==> config.mk <==
export PLATFORM = sky130hd
export DESIGN_NAME = audio_input_control_regs
export DESIGN_NICKNAME = d
export VERILOG_FILES = /design/src/hw/audio_input_control_pkg.sv /design/src/hw/audio_input_control_regs.sv
export VERILOG_INCLUDE_DIRS = /design/src /design/src/hw
export SDC_FILE = /design/constraint.sdc
export NUM_CORES = 1
export LEC_CHECK = 0
export BUFFER_PORTS_ARGS = -buffer_cell sky130_fd_sc_hd__buf_4
export CORE_AREA = 2 2 120 122
export CTS_BUF_LIST = sky130_fd_sc_hd__clkbuf_16
export DETAILED_ROUTE_END_ITERATION = 10
export DIE_AREA = 0 0 122 124
export PLACE_DENSITY = 0.85
export SYNTH_ARGS = -nofsm -noshare
export SYNTH_HDL_FRONTEND = slang
export SYNTH_SLANG_ARGS = --single-unit
==> constraint.sdc <==
create_clock -name clk_i -period 7.6 [get_ports clk_i]
set_clock_uncertainty 0.15 [all_clocks]
set_input_delay 1.52 -clock clk_i [delete_from_list [all_inputs] [get_ports clk_i]]
set_output_delay 1.52 -clock clk_i [all_outputs]
set_load 0.005 [all_outputs]
==> src/hw/audio_input_control_regs.svh <==
`ifndef AUDIO_INPUT_CONTROL_REGS_SVH
`define AUDIO_INPUT_CONTROL_REGS_SVH

`define AIC_ADDR_CONFIG     8'h02
`define AIC_ADDR_MUTE_SLOT  8'h03
`define AIC_CONFIG_RESET    8'h04
`define AIC_MUTE_SLOT_RESET 8'h80
`define AIC_BIT_FILTER_SKIP 7
`define AIC_BIT_CHAN_SRC    6
`define AIC_BIT_RATE        3
`define AIC_FMT_MSB         2
`define AIC_BIT_MUTE        4
`define AIC_SLOT_MSB        2
`define AIC_VOL_MUTE_BELOW  8'h07
`define AIC_DC_SHIFT        10
`define AIC_RAMP_STEPS      5'h18

`endif

==> src/hw/audio_input_control_pkg.sv <==
package audio_input_control_pkg;

  typedef enum logic [2:0] {
    FMT_RJ24 = 3'h0,
    FMT_RJ20 = 3'h1,
    FMT_RJ18 = 3'h2,
    FMT_RJ16 = 3'h3,
    FMT_I2S  = 3'h4,
    FMT_LJ   = 3'h5
  } serial_word_format_e;

  typedef struct packed {
    logic       dc_filter_skip;
    logic       channel_source_choice;
    logic       rate_speed_select;
    logic [2:0] serial_word_format;
  } audio_config_s;

  typedef struct packed {
    logic [7:0] addr;
    logic       wr;
    logic [7:0] wdata;
  } reg_write_s;

endpackage

==> src/hw/audio_input_control_regs.sv <==
`timescale 1ns/100ps
`include "audio_input_control_regs.svh"

// Functional notes
// - Config bit 7 low keeps the dc filter in path; high skips it.
// - Config bit 6 picks the slot: 0 the i2c id, 1 the slot field.
// - Config bit 3 selects single speed at 0 or double speed at 1.
// - Config bits 2:0 select the serial word format, I2S 100 at reset.
// - Mute bit 4 high ramps the volume down then plays idle audio.
// - Channel source 1 plays the channel in slot bits 2:0, reset 0.
// - A volume code below 0x07 acts as a set mute bit.
module audio_input_control_regs
  import audio_input_control_pkg::*;
#(
  parameter int SAMPLE_W = 24
) (
  input  wire logic                clk_i,
  input  wire logic                srst_i,
  input  wire reg_write_s          reg_wr_i,
  input  wire logic [7:0]          reg_rd_addr_i,
  output logic [7:0]               reg_rdata_o,
  input  wire logic [2:0]          i2c_id_i,
  input  wire logic [7:0]          volume_code_i,
  input  wire logic [SAMPLE_W-1:0] sample_i,
  input  wire logic                sample_valid_i,
  output logic [SAMPLE_W-1:0]      sample_o,
  output logic                     sample_valid_o,
  output audio_config_s            config_o,
  output logic [2:0]               playback_slot_o,
  output logic                     mute_active_o,
  output logic                     mute_idle_o
);

  ////////////////////////////////////////////////////////////////////////////
  logic [7:0] config_reg;
  logic [7:0] mute_slot_reg;
  wire        wr_config    = reg_wr_i.wr && reg_wr_i.addr == `AIC_ADDR_CONFIG;
  wire        wr_mute_slot = reg_wr_i.wr &&
                             reg_wr_i.addr == `AIC_ADDR_MUTE_SLOT;

  // reserved bits are stored and read back as written; host keeps them legal
  always_ff @(posedge clk_i) begin
    if (srst_i) begin
      config_reg    <= `AIC_CONFIG_RESET;
      mute_slot_reg <= `AIC_MUTE_SLOT_RESET;
    end else begin
      if (wr_config) begin
        config_reg <= reg_wr_i.wdata;
      end
      if (wr_mute_slot) begin
        mute_slot_reg <= reg_wr_i.wdata;
      end
    end
  end

  wire rd_config    = reg_rd_addr_i == `AIC_ADDR_CONFIG;
  wire rd_mute_slot = reg_rd_addr_i == `AIC_ADDR_MUTE_SLOT;

  always_ff @(posedge clk_i) begin
    if (srst_i) begin
      reg_rdata_o <= 8'h00;
    end else if (rd_config) begin
      reg_rdata_o <= config_reg;
    end else if (rd_mute_slot) begin
      reg_rdata_o <= mute_slot_reg;
    end else begin
      reg_rdata_o <= 8'h00;
    end
  end

  ////////////////////////////////////////////////////////////////////////////
  wire       filter_skip = config_reg[`AIC_BIT_FILTER_SKIP];
  wire       chan_src    = config_reg[`AIC_BIT_CHAN_SRC];
  wire [2:0] slot_field  = mute_slot_reg[`AIC_SLOT_MSB:0];

  assign config_o.dc_filter_skip        = filter_skip;
  assign config_o.channel_source_choice = chan_src;
  assign config_o.rate_speed_select     = config_reg[`AIC_BIT_RATE];
  assign config_o.serial_word_format    =
    config_reg[`AIC_FMT_MSB:0];
  // slot follows a register write at once, no frame alignment here
  assign playback_slot_o =
    chan_src ? slot_field : i2c_id_i;

  wire mute_req = mute_slot_reg[`AIC_BIT_MUTE] ||
                  (volume_code_i < `AIC_VOL_MUTE_BELOW);
  assign mute_active_o = mute_req;

  ////////////////////////////////////////////////////////////////////////////
  // one-pole dc tracker; corner is fs / 2^shift, low enough for audio
  function automatic logic [SAMPLE_W-1:0] sat(input logic [SAMPLE_W:0] v);
    logic [SAMPLE_W-1:0] r;
    r = v[SAMPLE_W-1:0];
    if (v[SAMPLE_W] != v[SAMPLE_W-1]) begin
      r = {v[SAMPLE_W], {(SAMPLE_W-1){~v[SAMPLE_W]}}};
    end
    return r;
  endfunction

  logic signed [SAMPLE_W+`AIC_DC_SHIFT-1:0] dc_acc_reg;
  wire  signed [SAMPLE_W-1:0] dc_est =
    dc_acc_reg[SAMPLE_W+`AIC_DC_SHIFT-1:`AIC_DC_SHIFT];
  wire  signed [SAMPLE_W:0]   hp_diff =
    {sample_i[SAMPLE_W-1], sample_i} - {dc_est[SAMPLE_W-1], dc_est};
  wire  signed [SAMPLE_W+`AIC_DC_SHIFT-1:0] dc_acc_next =
    dc_acc_reg + (SAMPLE_W+`AIC_DC_SHIFT)'(hp_diff);
  wire  [SAMPLE_W-1:0] filtered = filter_skip ? sample_i : sat(hp_diff);

  always_ff @(posedge clk_i) begin
    if (srst_i) begin
      dc_acc_reg <= '0;
    end else if (sample_valid_i) begin
      dc_acc_reg <= dc_acc_next;
    end
  end

  ////////////////////////////////////////////////////////////////////////////
  // ramp halves the level once per sample, abrupt cuts would click
  logic [4:0] ramp_reg;
  wire  [4:0] ramp_next =
    (mute_req && ramp_reg != `AIC_RAMP_STEPS) ? ramp_reg + 5'h01 :
    (!mute_req && ramp_reg != 5'h00)          ? ramp_reg - 5'h01 : ramp_reg;
  wire        idle = ramp_reg == `AIC_RAMP_STEPS;
  wire  [SAMPLE_W-1:0] ramped = idle ? '0 :
    SAMPLE_W'($signed(filtered) >>> ramp_reg);

  always_ff @(posedge clk_i) begin
    if (srst_i) begin
      ramp_reg       <= 5'h00;
      sample_o       <= '0;
      sample_valid_o <= 1'b0;
    end else begin
      sample_valid_o <= sample_valid_i;
      if (sample_valid_i) begin
        ramp_reg <= ramp_next;
        sample_o <= ramped;
      end
    end
  end
  assign mute_idle_o = idle;
endmodule

---- After elaboration in Yosys (flattened, before gate mapping) ----
Cells that the tools add are included.
storage, ports and cells
  flip-flop bits (word level) ............. 88
  latch bits .............................. 0
  bits in writable memories ............... 0
  memory bits (read-only) ................. 0
  input port bits ......................... 63
  output and inout bits ................... 44
  word-level logic and storage cells ...... 38
  memories ................................ 0
operators by class
  $add $sub $neg .......................... 4
  $mul .................................... 0
  div/mod/pow operators ................... 0
  magnitude comparators ................... 1
  equal/unequal tests ..................... 7
  shifts and indexed selects .............. 1
  muxes and demuxes ....................... 8
  bitwise operators ....................... 1
  reductions and logical operators ........ 9
operators with widths
  operator               count
  $mux W24               3
  $add A34 B25 Y34       1
  $eq A8 B2 Y1 const B   4
  $sub A24 B24 Y25       1
  $sshr A24 B5 Y24       1
  $mux W8                2
  $mux W5                2
  $lt A8 B3 Y1 const B   1
  $add A5 B1 Y5 const B  1
  $eq A5 B5 Y1 const B   1
  $ne A5 B5 Y1 const B   1
  $reduce_bool A5 Y1     1
  $sub A5 B1 Y5 const B  1
  $logic_and A1 B1 Y1    4
  $mux W3                1
  $reduce_and A2 Y1      1
  $reduce_bool A2 Y1     1
  $logic_not A1 Y1       1
  $logic_or A1 B1 Y1     1
  $ne A1 B1 Y1           1
  $not A1 Y1             1

---- Depth between registers and ports, before layout ----
Gate-level depths: netlist (run 1).
  depth after elaboration ................. 6
  depth in mapped cells ................... 23
  mapped depth without buffers ............ 23

---- Worst setup path after synthesis (run 1) ----
Ideal clock, no wire load.
  path type ............................... input port to flip-flop
  from .................................... input sample_i[1]
  to ...................................... register dc_acc_reg[33]
  setup time .............................. 121 ps
  arrival ................................. 5823 ps
  required time ........................... 7329 ps
  path slack .............................. 1506 ps
  stages on the path ...................... 19
  path buffers ............................ 0
  cells stage by stage .................... ha_1 > nor2b_1 > o31a_1 > o31a_1 > a311o_1 > a2111oi_0 > a311o_1 > ha_1 > a21oi_1 > o21ai_0 > o41ai_1 > a21oi_1 > a2111oi_0 > o31ai_1 > a31oi_1 > o21bai_1 > a21oi_1 > mux2i_1 > mux2_2
between the ends
  word-level cells in the longest chain between the ends .. 2
RTL lines
  item                    line                             source
  start: declaration      audio_input_control_regs.sv:24   input wire logic [SAMPLE_W-1:0] sample_i,
  $sub A24 B24 Y25        audio_input_control_regs.sv:104  {sample_i[SAMPLE_W-1], sample_i} - {dc_est[SAMPLE_W-1], dc_est};
  $add A34 B25 Y34        audio_input_control_regs.sv:106  dc_acc_reg + (SAMPLE_W+`AIC_DC_SHIFT)'(hp_diff);
  end signal: assignment  audio_input_control_regs.sv:113  dc_acc_reg <= dc_acc_next;
  end: declaration        audio_input_control_regs.sv:100  logic signed [SAMPLE_W+`AIC_DC_SHIFT-1:0] dc_acc_reg;
Every way passes these cells.
A chain may end at the register's enable or synchronous reset.

---- Worst setup path after layout (run 1) ----
Same ends and word-level chain as after synthesis.

==> results of run 1 <==
-- kinds of logic after synthesis --
family,Yosys count,share of synthesized area (%)
buffers and inverters,112,5.61
DFF,88,21.8
AOI/OAI and AO/OA,324,27.6
xor gates and xnor gates,47,5.18
adders and majority gates,66,10.4
and+or+nand+nor,322,18.1
muxes,83,11.4
-- Yosys cell counts (all sizes together), types with 5 or more instances --
library cell  count  share of area [%]
and2             12               0.93
nor3             14               0.87
o21ai            43                2.7
nor4              8               0.62
nor2b             7               0.54
nor2            128                5.9
a22o             15                1.6
o211ai           12                1.1
dfxtp            88                 22
clkbuf           39                1.8
nand2            88                4.1
xnor2            36                4.0
a22oi            14                1.3
mux2i            64                8.1
nand3            18                1.1
xor2             11                1.2
a31oi            12               0.93
and3              5               0.39
nand2b           11               0.85
or3               6               0.46
inv              58                2.7
o21bai           12                1.1
buf              14                1.1
mux2             15                2.1
a21oi            79                4.9
a221o             5               0.62
o31ai             6               0.56
a2bb2oi          13                1.4
o21a             11                1.0
a211oi           12                1.1
a21o             30                2.8
ha               60                9.3
o22ai             6               0.46
nand4             9               0.70
a31o              5               0.54
-- metal layers --
metal	GRT usage, %	vias up	wire (microns)
met4	15.4	0	919
met1	40.1	3901	10200
li1	-	3970	-
met3	3.94	74	1530
met2	53.0	348	11400
met5	0	-	0
-- power by group through the flow --
| stage | registers [W] | clock network (W) | logic, W |
|---|---|---|---|
| 4_1_cts | 0.000706 | 0.000426 | 0.00340 |
| 2_1_floorplan | 0.000672 | 0 | 0.00262 |
| 3_3_place_gp | 0.000711 | 0 | 0.00333 |
| 6_report | 0.000708 | 0.000426 | 0.00349 |
| 5_1_grt | 0.000721 | 0.000444 | 0.00380 |
| 3_5_place_dp | 0.000715 | 0 | 0.00338 |
-- path summary, 6_finish.rpt --
check / to / slack (ps) / cells past startpoint
worst max-delay path: dc_acc_reg[33] / 750 / 20
worst min-delay path: sample_o[22] / 290 / 2
worst max register to register: dc_acc_reg[33] / 1520 / 20
worst min register to register: sample_o[22] / 290 / 2
-- worst max-delay path, stage by stage --
cell	delay [ps]
buf_4	120
ha_1	270
nor2b_1	140
o31a_1	260
o31a_1	310
a311o_1	400
a2111oi_0	460
a311o_1	210
ha_1	280
a21oi_1	180
o21ai_0	100
o41ai_1	490
nand4_1	270
a2111oi_0	540
o31ai_1	180
a31oi_1	320
o21bai_1	110
a21oi_1	180
mux2i_1	240
mux2_2	340
-- final cells by class --
cell class                      count  area [sq um]  share of cell area [%]
Timing Repair Buffer              113           848                    9.22
Clock buffer                        9           225                    2.45
Inverter                           59           221                    2.41
Sequential cell                    88          1760                    19.1
Multi-Input combinational cell    842          5880                    63.8
Clock inverter                      6          46.3                   0.503
Tap cell                          180           225                    2.45
-- per-stage QoR --
step                setup WS [ps]  hold WS (ps)  std cells  util, %  total power (W)
CTS                           857           297       1297     67.1          0.00453
global route                  453           314       1297     67.1          0.00497
floorplan                    1510           285       1042        -          0.00330
global placement              646           278       1282     65.1          0.00404
detailed placement            515           288       1282     65.1          0.00409
finish                        754           290       1297     67.1          0.00462
==> results.md, run 1 <==
- Status: complete, no violations
- Clock-pin slew on the worst setup and hold paths: roughly 70 ps
- Routed len/inst: around 19 microns
- Combinational share of power: roughly 76%
- Hold Path Origin: sample_o[22]
- Most common cell after layout, fill and taps aside: nor2_1
- Share of layout cells above drive strength 1: 14.8%
- Detailed placement HPWL: 18300 microns
- Gr usage total: a little under a third
- Leak pwr: slightly above 4 nW
- Post-synth cell types: 79
- P&R area growth vs syn: 13.8%
- Via count: slightly above 8000
- Final ANT Viol Nets: 0
- Seq/Total Area, Yosys: 21.8%
- Crit start category: primary input
- Max-slew violations: 0
- Period minus WS final: between 6000 and 7000 ps
- Arrival @ worst endpoint: 6940 ps
- Slew headroom: approximately an eighth
- Async SR Flop Fraction: 0%
- I/O Buffers: between 100 and 150
- Kind of critical path: primary input to flip-flop
- Final WL: 24000 microns
- Die ar.: around 0.015 sq mm
- Critical Path RT: a little under 8000 ps
- TritonCTS clock tree: yes
- Largest net degree at the start of global routing: 60
- Pwr dens: approximately 500 mW/mm^2
- Initial detailed-routing violation count: roughly 940
- Most frequent cells in the layout: 127 x nor2_1, 113 x buf_4, 88 x nand2_1, 88 x dfxtp_1, 79 x a21oi_1
- Sw Share: approximately half
- RSZ-0062 raised after global routing: false
- Setup_tns: 0 ps
- Gates resized, CTS repair: 0
- Global-route wire length before repair: around 38000 microns
- Part of the power in the clock network: a little over 9%
- Setup-failing EPs final: 0
- Antenna violations before repair: 0
- Crit path launch: sample_i[1]
- # clock sinks: 88
- Critical R2R Launch: dc_acc_reg[11]
- Crit-path max FO: 6
- Part of the power in registers: roughly 15%
- Final hold violations: 0
- Max_cap viols: 0
- Core region area: ~0.014 sq mm
- Grt ovf: 0
- Register bit total from synthesis: 88
- Fillers: roughly 1200
- Clk Latency, worst-skew pair: 360 ps
- # hold bufs at CTS: 0
- Chip width: approximately 120 microns
- Hold WC Path Type: flip-flop to flip-flop
- Main synth FF type: dfxtp_1
- Diodes inserted: 0
- Warnings, synthesis: 0
- Initial DRT Pass Iterations: 6
- Average cell area after synthesis: between 7 and 8 sq um
- Vias per Instance: between 6 and 7
- Clock buffer depth: 2
- Rows: 43
- Die height: between 100 and 150 microns
- Initial core utilization: 59.0%
- Post-CTS setup buffer count: 0
- Final cell area excluding filler cells: between 0.009 and 0.01 sq mm
- Final net count: roughly 1200
- Internal power: around 0.0023 W
- Least-Margin Pin Slew: 1290 ps
- F_max: about 0.15 GHz
- Syn nets: 1168
- Vias in the first global route: between 7000 and 8000
- Max reg flops: 34
- DRC Markers: 0
- Post-synth EDFFs: 0
- Post-Syn Area: 0.00809 sq mm
- Final Cycle Share: between 90 and 100%
- CP Capture Type: flip-flop
- Dpl cell area: 0.00893 sq mm
- Switching Power: between 0.002 and 0.0025 W
- H-tree depth: 3
- Clk Tree Root Cell: clkbuf_16
- GPL Wtd Cong: approximately 1
- Number of buffers created by CTS: 9
- Maximum vdd drop: between 0.2 and 0.25 mV
- I/O Pins: about 110
- Synth Instances: ~1000
No activity file was read; power rests on OpenSTA's default activity.
==> run 2, diff against run 1 <==
Settings changed: ABC_AREA from default to 1.
==> results.md, run 2 <==
- Status: complete, no violations
- Initial DRT Pass Iterations: 7 (+1)
- Seq/Total Area, Yosys: 21.6% (-0.23 points)
- Final WL: 25700 microns (+7.0%)
- Crit-path max FO: 3 (-3)
- Post-Syn Area: 0.00817 sq mm (+1.1%)
- Rows: 43 (unchanged)
- Most frequent cells after synthesis: 359 x nand2_1, 207 x inv_1, 160 x nand3_1
- Post-CTS setup buffer count: 0 (unchanged)
- Synth Instances: 1375 (+32%)
- Pwr dens: 543 mW/mm^2 (+8.1%)
- Fillers: 1334 (+12%)
- Kind of critical path: primary input to flip-flop
- Max layer used: met4
- Final net count: 1570 (+27%)
- Leak pwr: 4.92 nW (+19%)
- Routed len/inst: 15.8 microns (-15%)
- Main synth FF type: dfxtp_1
- Final Cycle Share: 69.2% (-21 points)
- Met3 Wirelength: 1920 microns (+25%)
- I/O Buffers: 106 (unchanged)
- Warnings, synthesis: 0 (unchanged)
- Grt ovf: 0 (unchanged)
- Clk Latency, worst-skew pair: 360 ps (about the same)
- GPL Wtd Cong: 0.992 (+0.46%)
- Routed met2 length: 11700 microns (+3.0%)
- Largest net degree at the start of global routing: 66 (+10%)
- Largest cells by area after synthesis: dfxtp_1 22%, nand2_1 16%, nand3_1 9.8%
- Diodes inserted: 0 (unchanged)
- Via count: 9242 (+11%)
- DRC Markers: 0 (unchanged)
- Clock-pin slew on the worst setup and hold paths: 60 ps (about the same)
- Critical Path RT: 7700 ps (about the same)
- # hold bufs at CTS: 0 (unchanged)
- Yosys top cell by area: dfxtp_1
- TritonCTS clock tree: yes
- Slew headroom: 27.4% (+15 points)
- Vias per Instance: 5.67 (-11%)
- Crit start category: primary input
- Maximum vdd drop: 0.299 mV (+24%)
- Register bit total from synthesis: 88 (unchanged)
- Gr usage total: 34.6% (+3.0 points)
- Antenna violations before repair: 0 (unchanged)
- Setup_tns: 0 ps (unchanged)
- Post-synth EDFFs: 0 (unchanged)
- Global-route wire length before repair: 40800 microns (+7.9%)
- Die ar.: 0.0151 sq mm (unchanged)
- I/O Pins: 107 (unchanged)
- Final ANT Viol Nets: 0 (unchanged)
- CP Capture Type: flip-flop
- Max_cap viols: 0 (unchanged)
- Most frequent cells in the layout: 359 x nand2_1, 207 x inv_1, 160 x nand3_1, 128 x a21oi_1, 108 x buf_4
- Gates resized, CTS repair: 0 (unchanged)
- Setup-failing EPs final: 0 (unchanged)
- Detailed placement HPWL: 20300 microns (+11%)
- Place WS: 2080 ps (+1570 ps)
- Wl on met1: 11000 microns (+8.3%)
- Arrival @ worst endpoint: 5360 ps (-1580 ps)
- RSZ-0062 raised after global routing: false
- PnR worst setup slack: 2340 ps (+1590 ps)
- F_max: 0.190 GHz (+30%)
- Async SR Flop Fraction: 0% (unchanged)
- Max-slew violations: 0 (unchanged)
- Final hold violations: 0 (unchanged)
- Vias in the first global route: 8320 (+7.4%)
- # clock sinks: 88 (unchanged)
- Share of layout cells above drive strength 1: 9.04% (-5.7 points)
- Number of buffers created by CTS: 9 (unchanged)
- Core region area: 0.0137 sq mm (unchanged)
- Chip width: 122 microns (unchanged)
- Average cell area after synthesis: 5.94 sq um (-23%)
- Clock buffer depth: 2 (unchanged)
- Hold WC Path Type: flip-flop to flip-flop
- Post-synth cell types: 42 (-47%)
- Initial detailed-routing violation count: 883 (-6.5%)
- P&R area growth vs syn: 13.1%
- Period minus WS final: 5260 ps (-1590 ps)
- Die height: 124 microns (unchanged)
- Syn nets: 1501 (+29%)
- Max reg flops: 34 (unchanged)
- Most common cell after layout, fill and taps aside: nand2_1
- Initial core utilization: 59.6% (+0.62 points)
- Least-Margin Pin Slew: 1090 ps (-205 ps)
- Post-synth top area share: 21.6% (-0.23 points)
- Count leader, synth: nand2_1
- Clk Tree Root Cell: clkbuf_16
- H-tree depth: 3 (unchanged)
run 2: cell types whose count changed in the layout (fill, tap and decap cells not counted), moves of 14 or more:
cell	previous run	this run
a21oi_1	79	128
o21ai_0	41	89
mux2i_1	62	0
a21o_1	30	4
inv_1	57	207
xor2_1	11	25
mux2_2	14	0
xnor2_1	35	18
nor2_1	127	95
a22o_1	15	0
nand2_1	88	359
a22oi_1	14	0
nand3_1	18	160
run 2: final timing paths:
| path | start | to | slack (ps) | depth (start not counted) |
|---|---|---|---|---|
| setup / recovery | sample_i[0] | dc_acc_reg[31] | 2340 | 27 |
| hold / removal | mute_slot_reg[6] | mute_slot_reg[6] | 310 | 2 |
| setup reg to reg | dc_acc_reg[10] | dc_acc_reg[31] | 3250 | 25 |
| hold reg to reg | mute_slot_reg[6] | mute_slot_reg[6] | 310 | 2 |
run 2: where the power goes:
group | internal, W | leakage [nW] | total (W) | switching (W)
Combinational | 0.00135 | 4.06 | 0.00385 | 0.00249
Clock | 0.000221 | 0.131 | 0.000424 | 0.000203
Sequential | 0.000609 | 0.725 | 0.000752 | 0.000142
Total | 0.00218 | 4.92 | 0.00502 | 0.00284
run 2: cells by family (layout without fill, tap and decap cells):
family | after synthesis | after routing | share of synthesized area [%]
buf+inv | 259 | 333 | 12.5
flops | 88 | 88 | 21.6
xor+xnor | 43 | 43 | 4.61
fa+ha+maj | 63 | 63 | 9.92
simple gates | 654 | 654 | 33.8
compound gates | 268 | 268 | 17.7
run 2: routing by layer:
| layer | up-vias | global-route usage [%] |
|---|---|---|
| met4 | 0 | 14.9 |
| met1 | 4167 | 45.2 |
| met2 | 393 | 56.7 |
| met5 | - | 0 |
| met3 | 59 | 5.36 |
| li1 | 4623 | - |
run 2: stage by stage:
step	std cells	util, %	instance area [sq um]	hold WS [ps]	power [W]
after floorplan	1375	-	8170	272	0.00357
after global placement	1613	65.4	8970	288	0.00446
after detailed placement	1613	65.4	8970	295	0.00449
after CTS	1629	67.4	9250	308	0.00494
after global routing	1629	67.4	9250	326	0.00554
final	1629	67.4	9250	310	0.00502
run 2: critical path, cell delays in order:
cell and delay, ps:
buf_4 70, inv_1 50, ha_1 220, fa_1 410
nand3b_1 190, nand2_1 160, nand3_1 90, nand2_1 130
xor2_1 110, ha_1 320, inv_1 70, o21ai_0 270
a31oi_1 150, nand2_1 130, inv_1 70, o21ai_1 250
nand2_1 80, nand2_1 110, nand2_1 60, nand2_1 100
a21boi_1 110, o21ai_0 290, nand2_1 110, nand3_1 80
nand2_1 50, o21ai_1 120, inv_1 40
run 2: final cells by class:
type / count / area, sq um / share of cell area [%]
clock buffer: 9 / 225 / 2.44
clock inverter: 7 / 45.0 / 0.487
inverter: 209 / 785 / 8.49
multi-input combinational: 1028 / 5390 / 58.3
sequential: 88 / 1760 / 19.1
tap: 180 / 225 / 2.44
timing repair buffer: 108 / 811 / 8.77
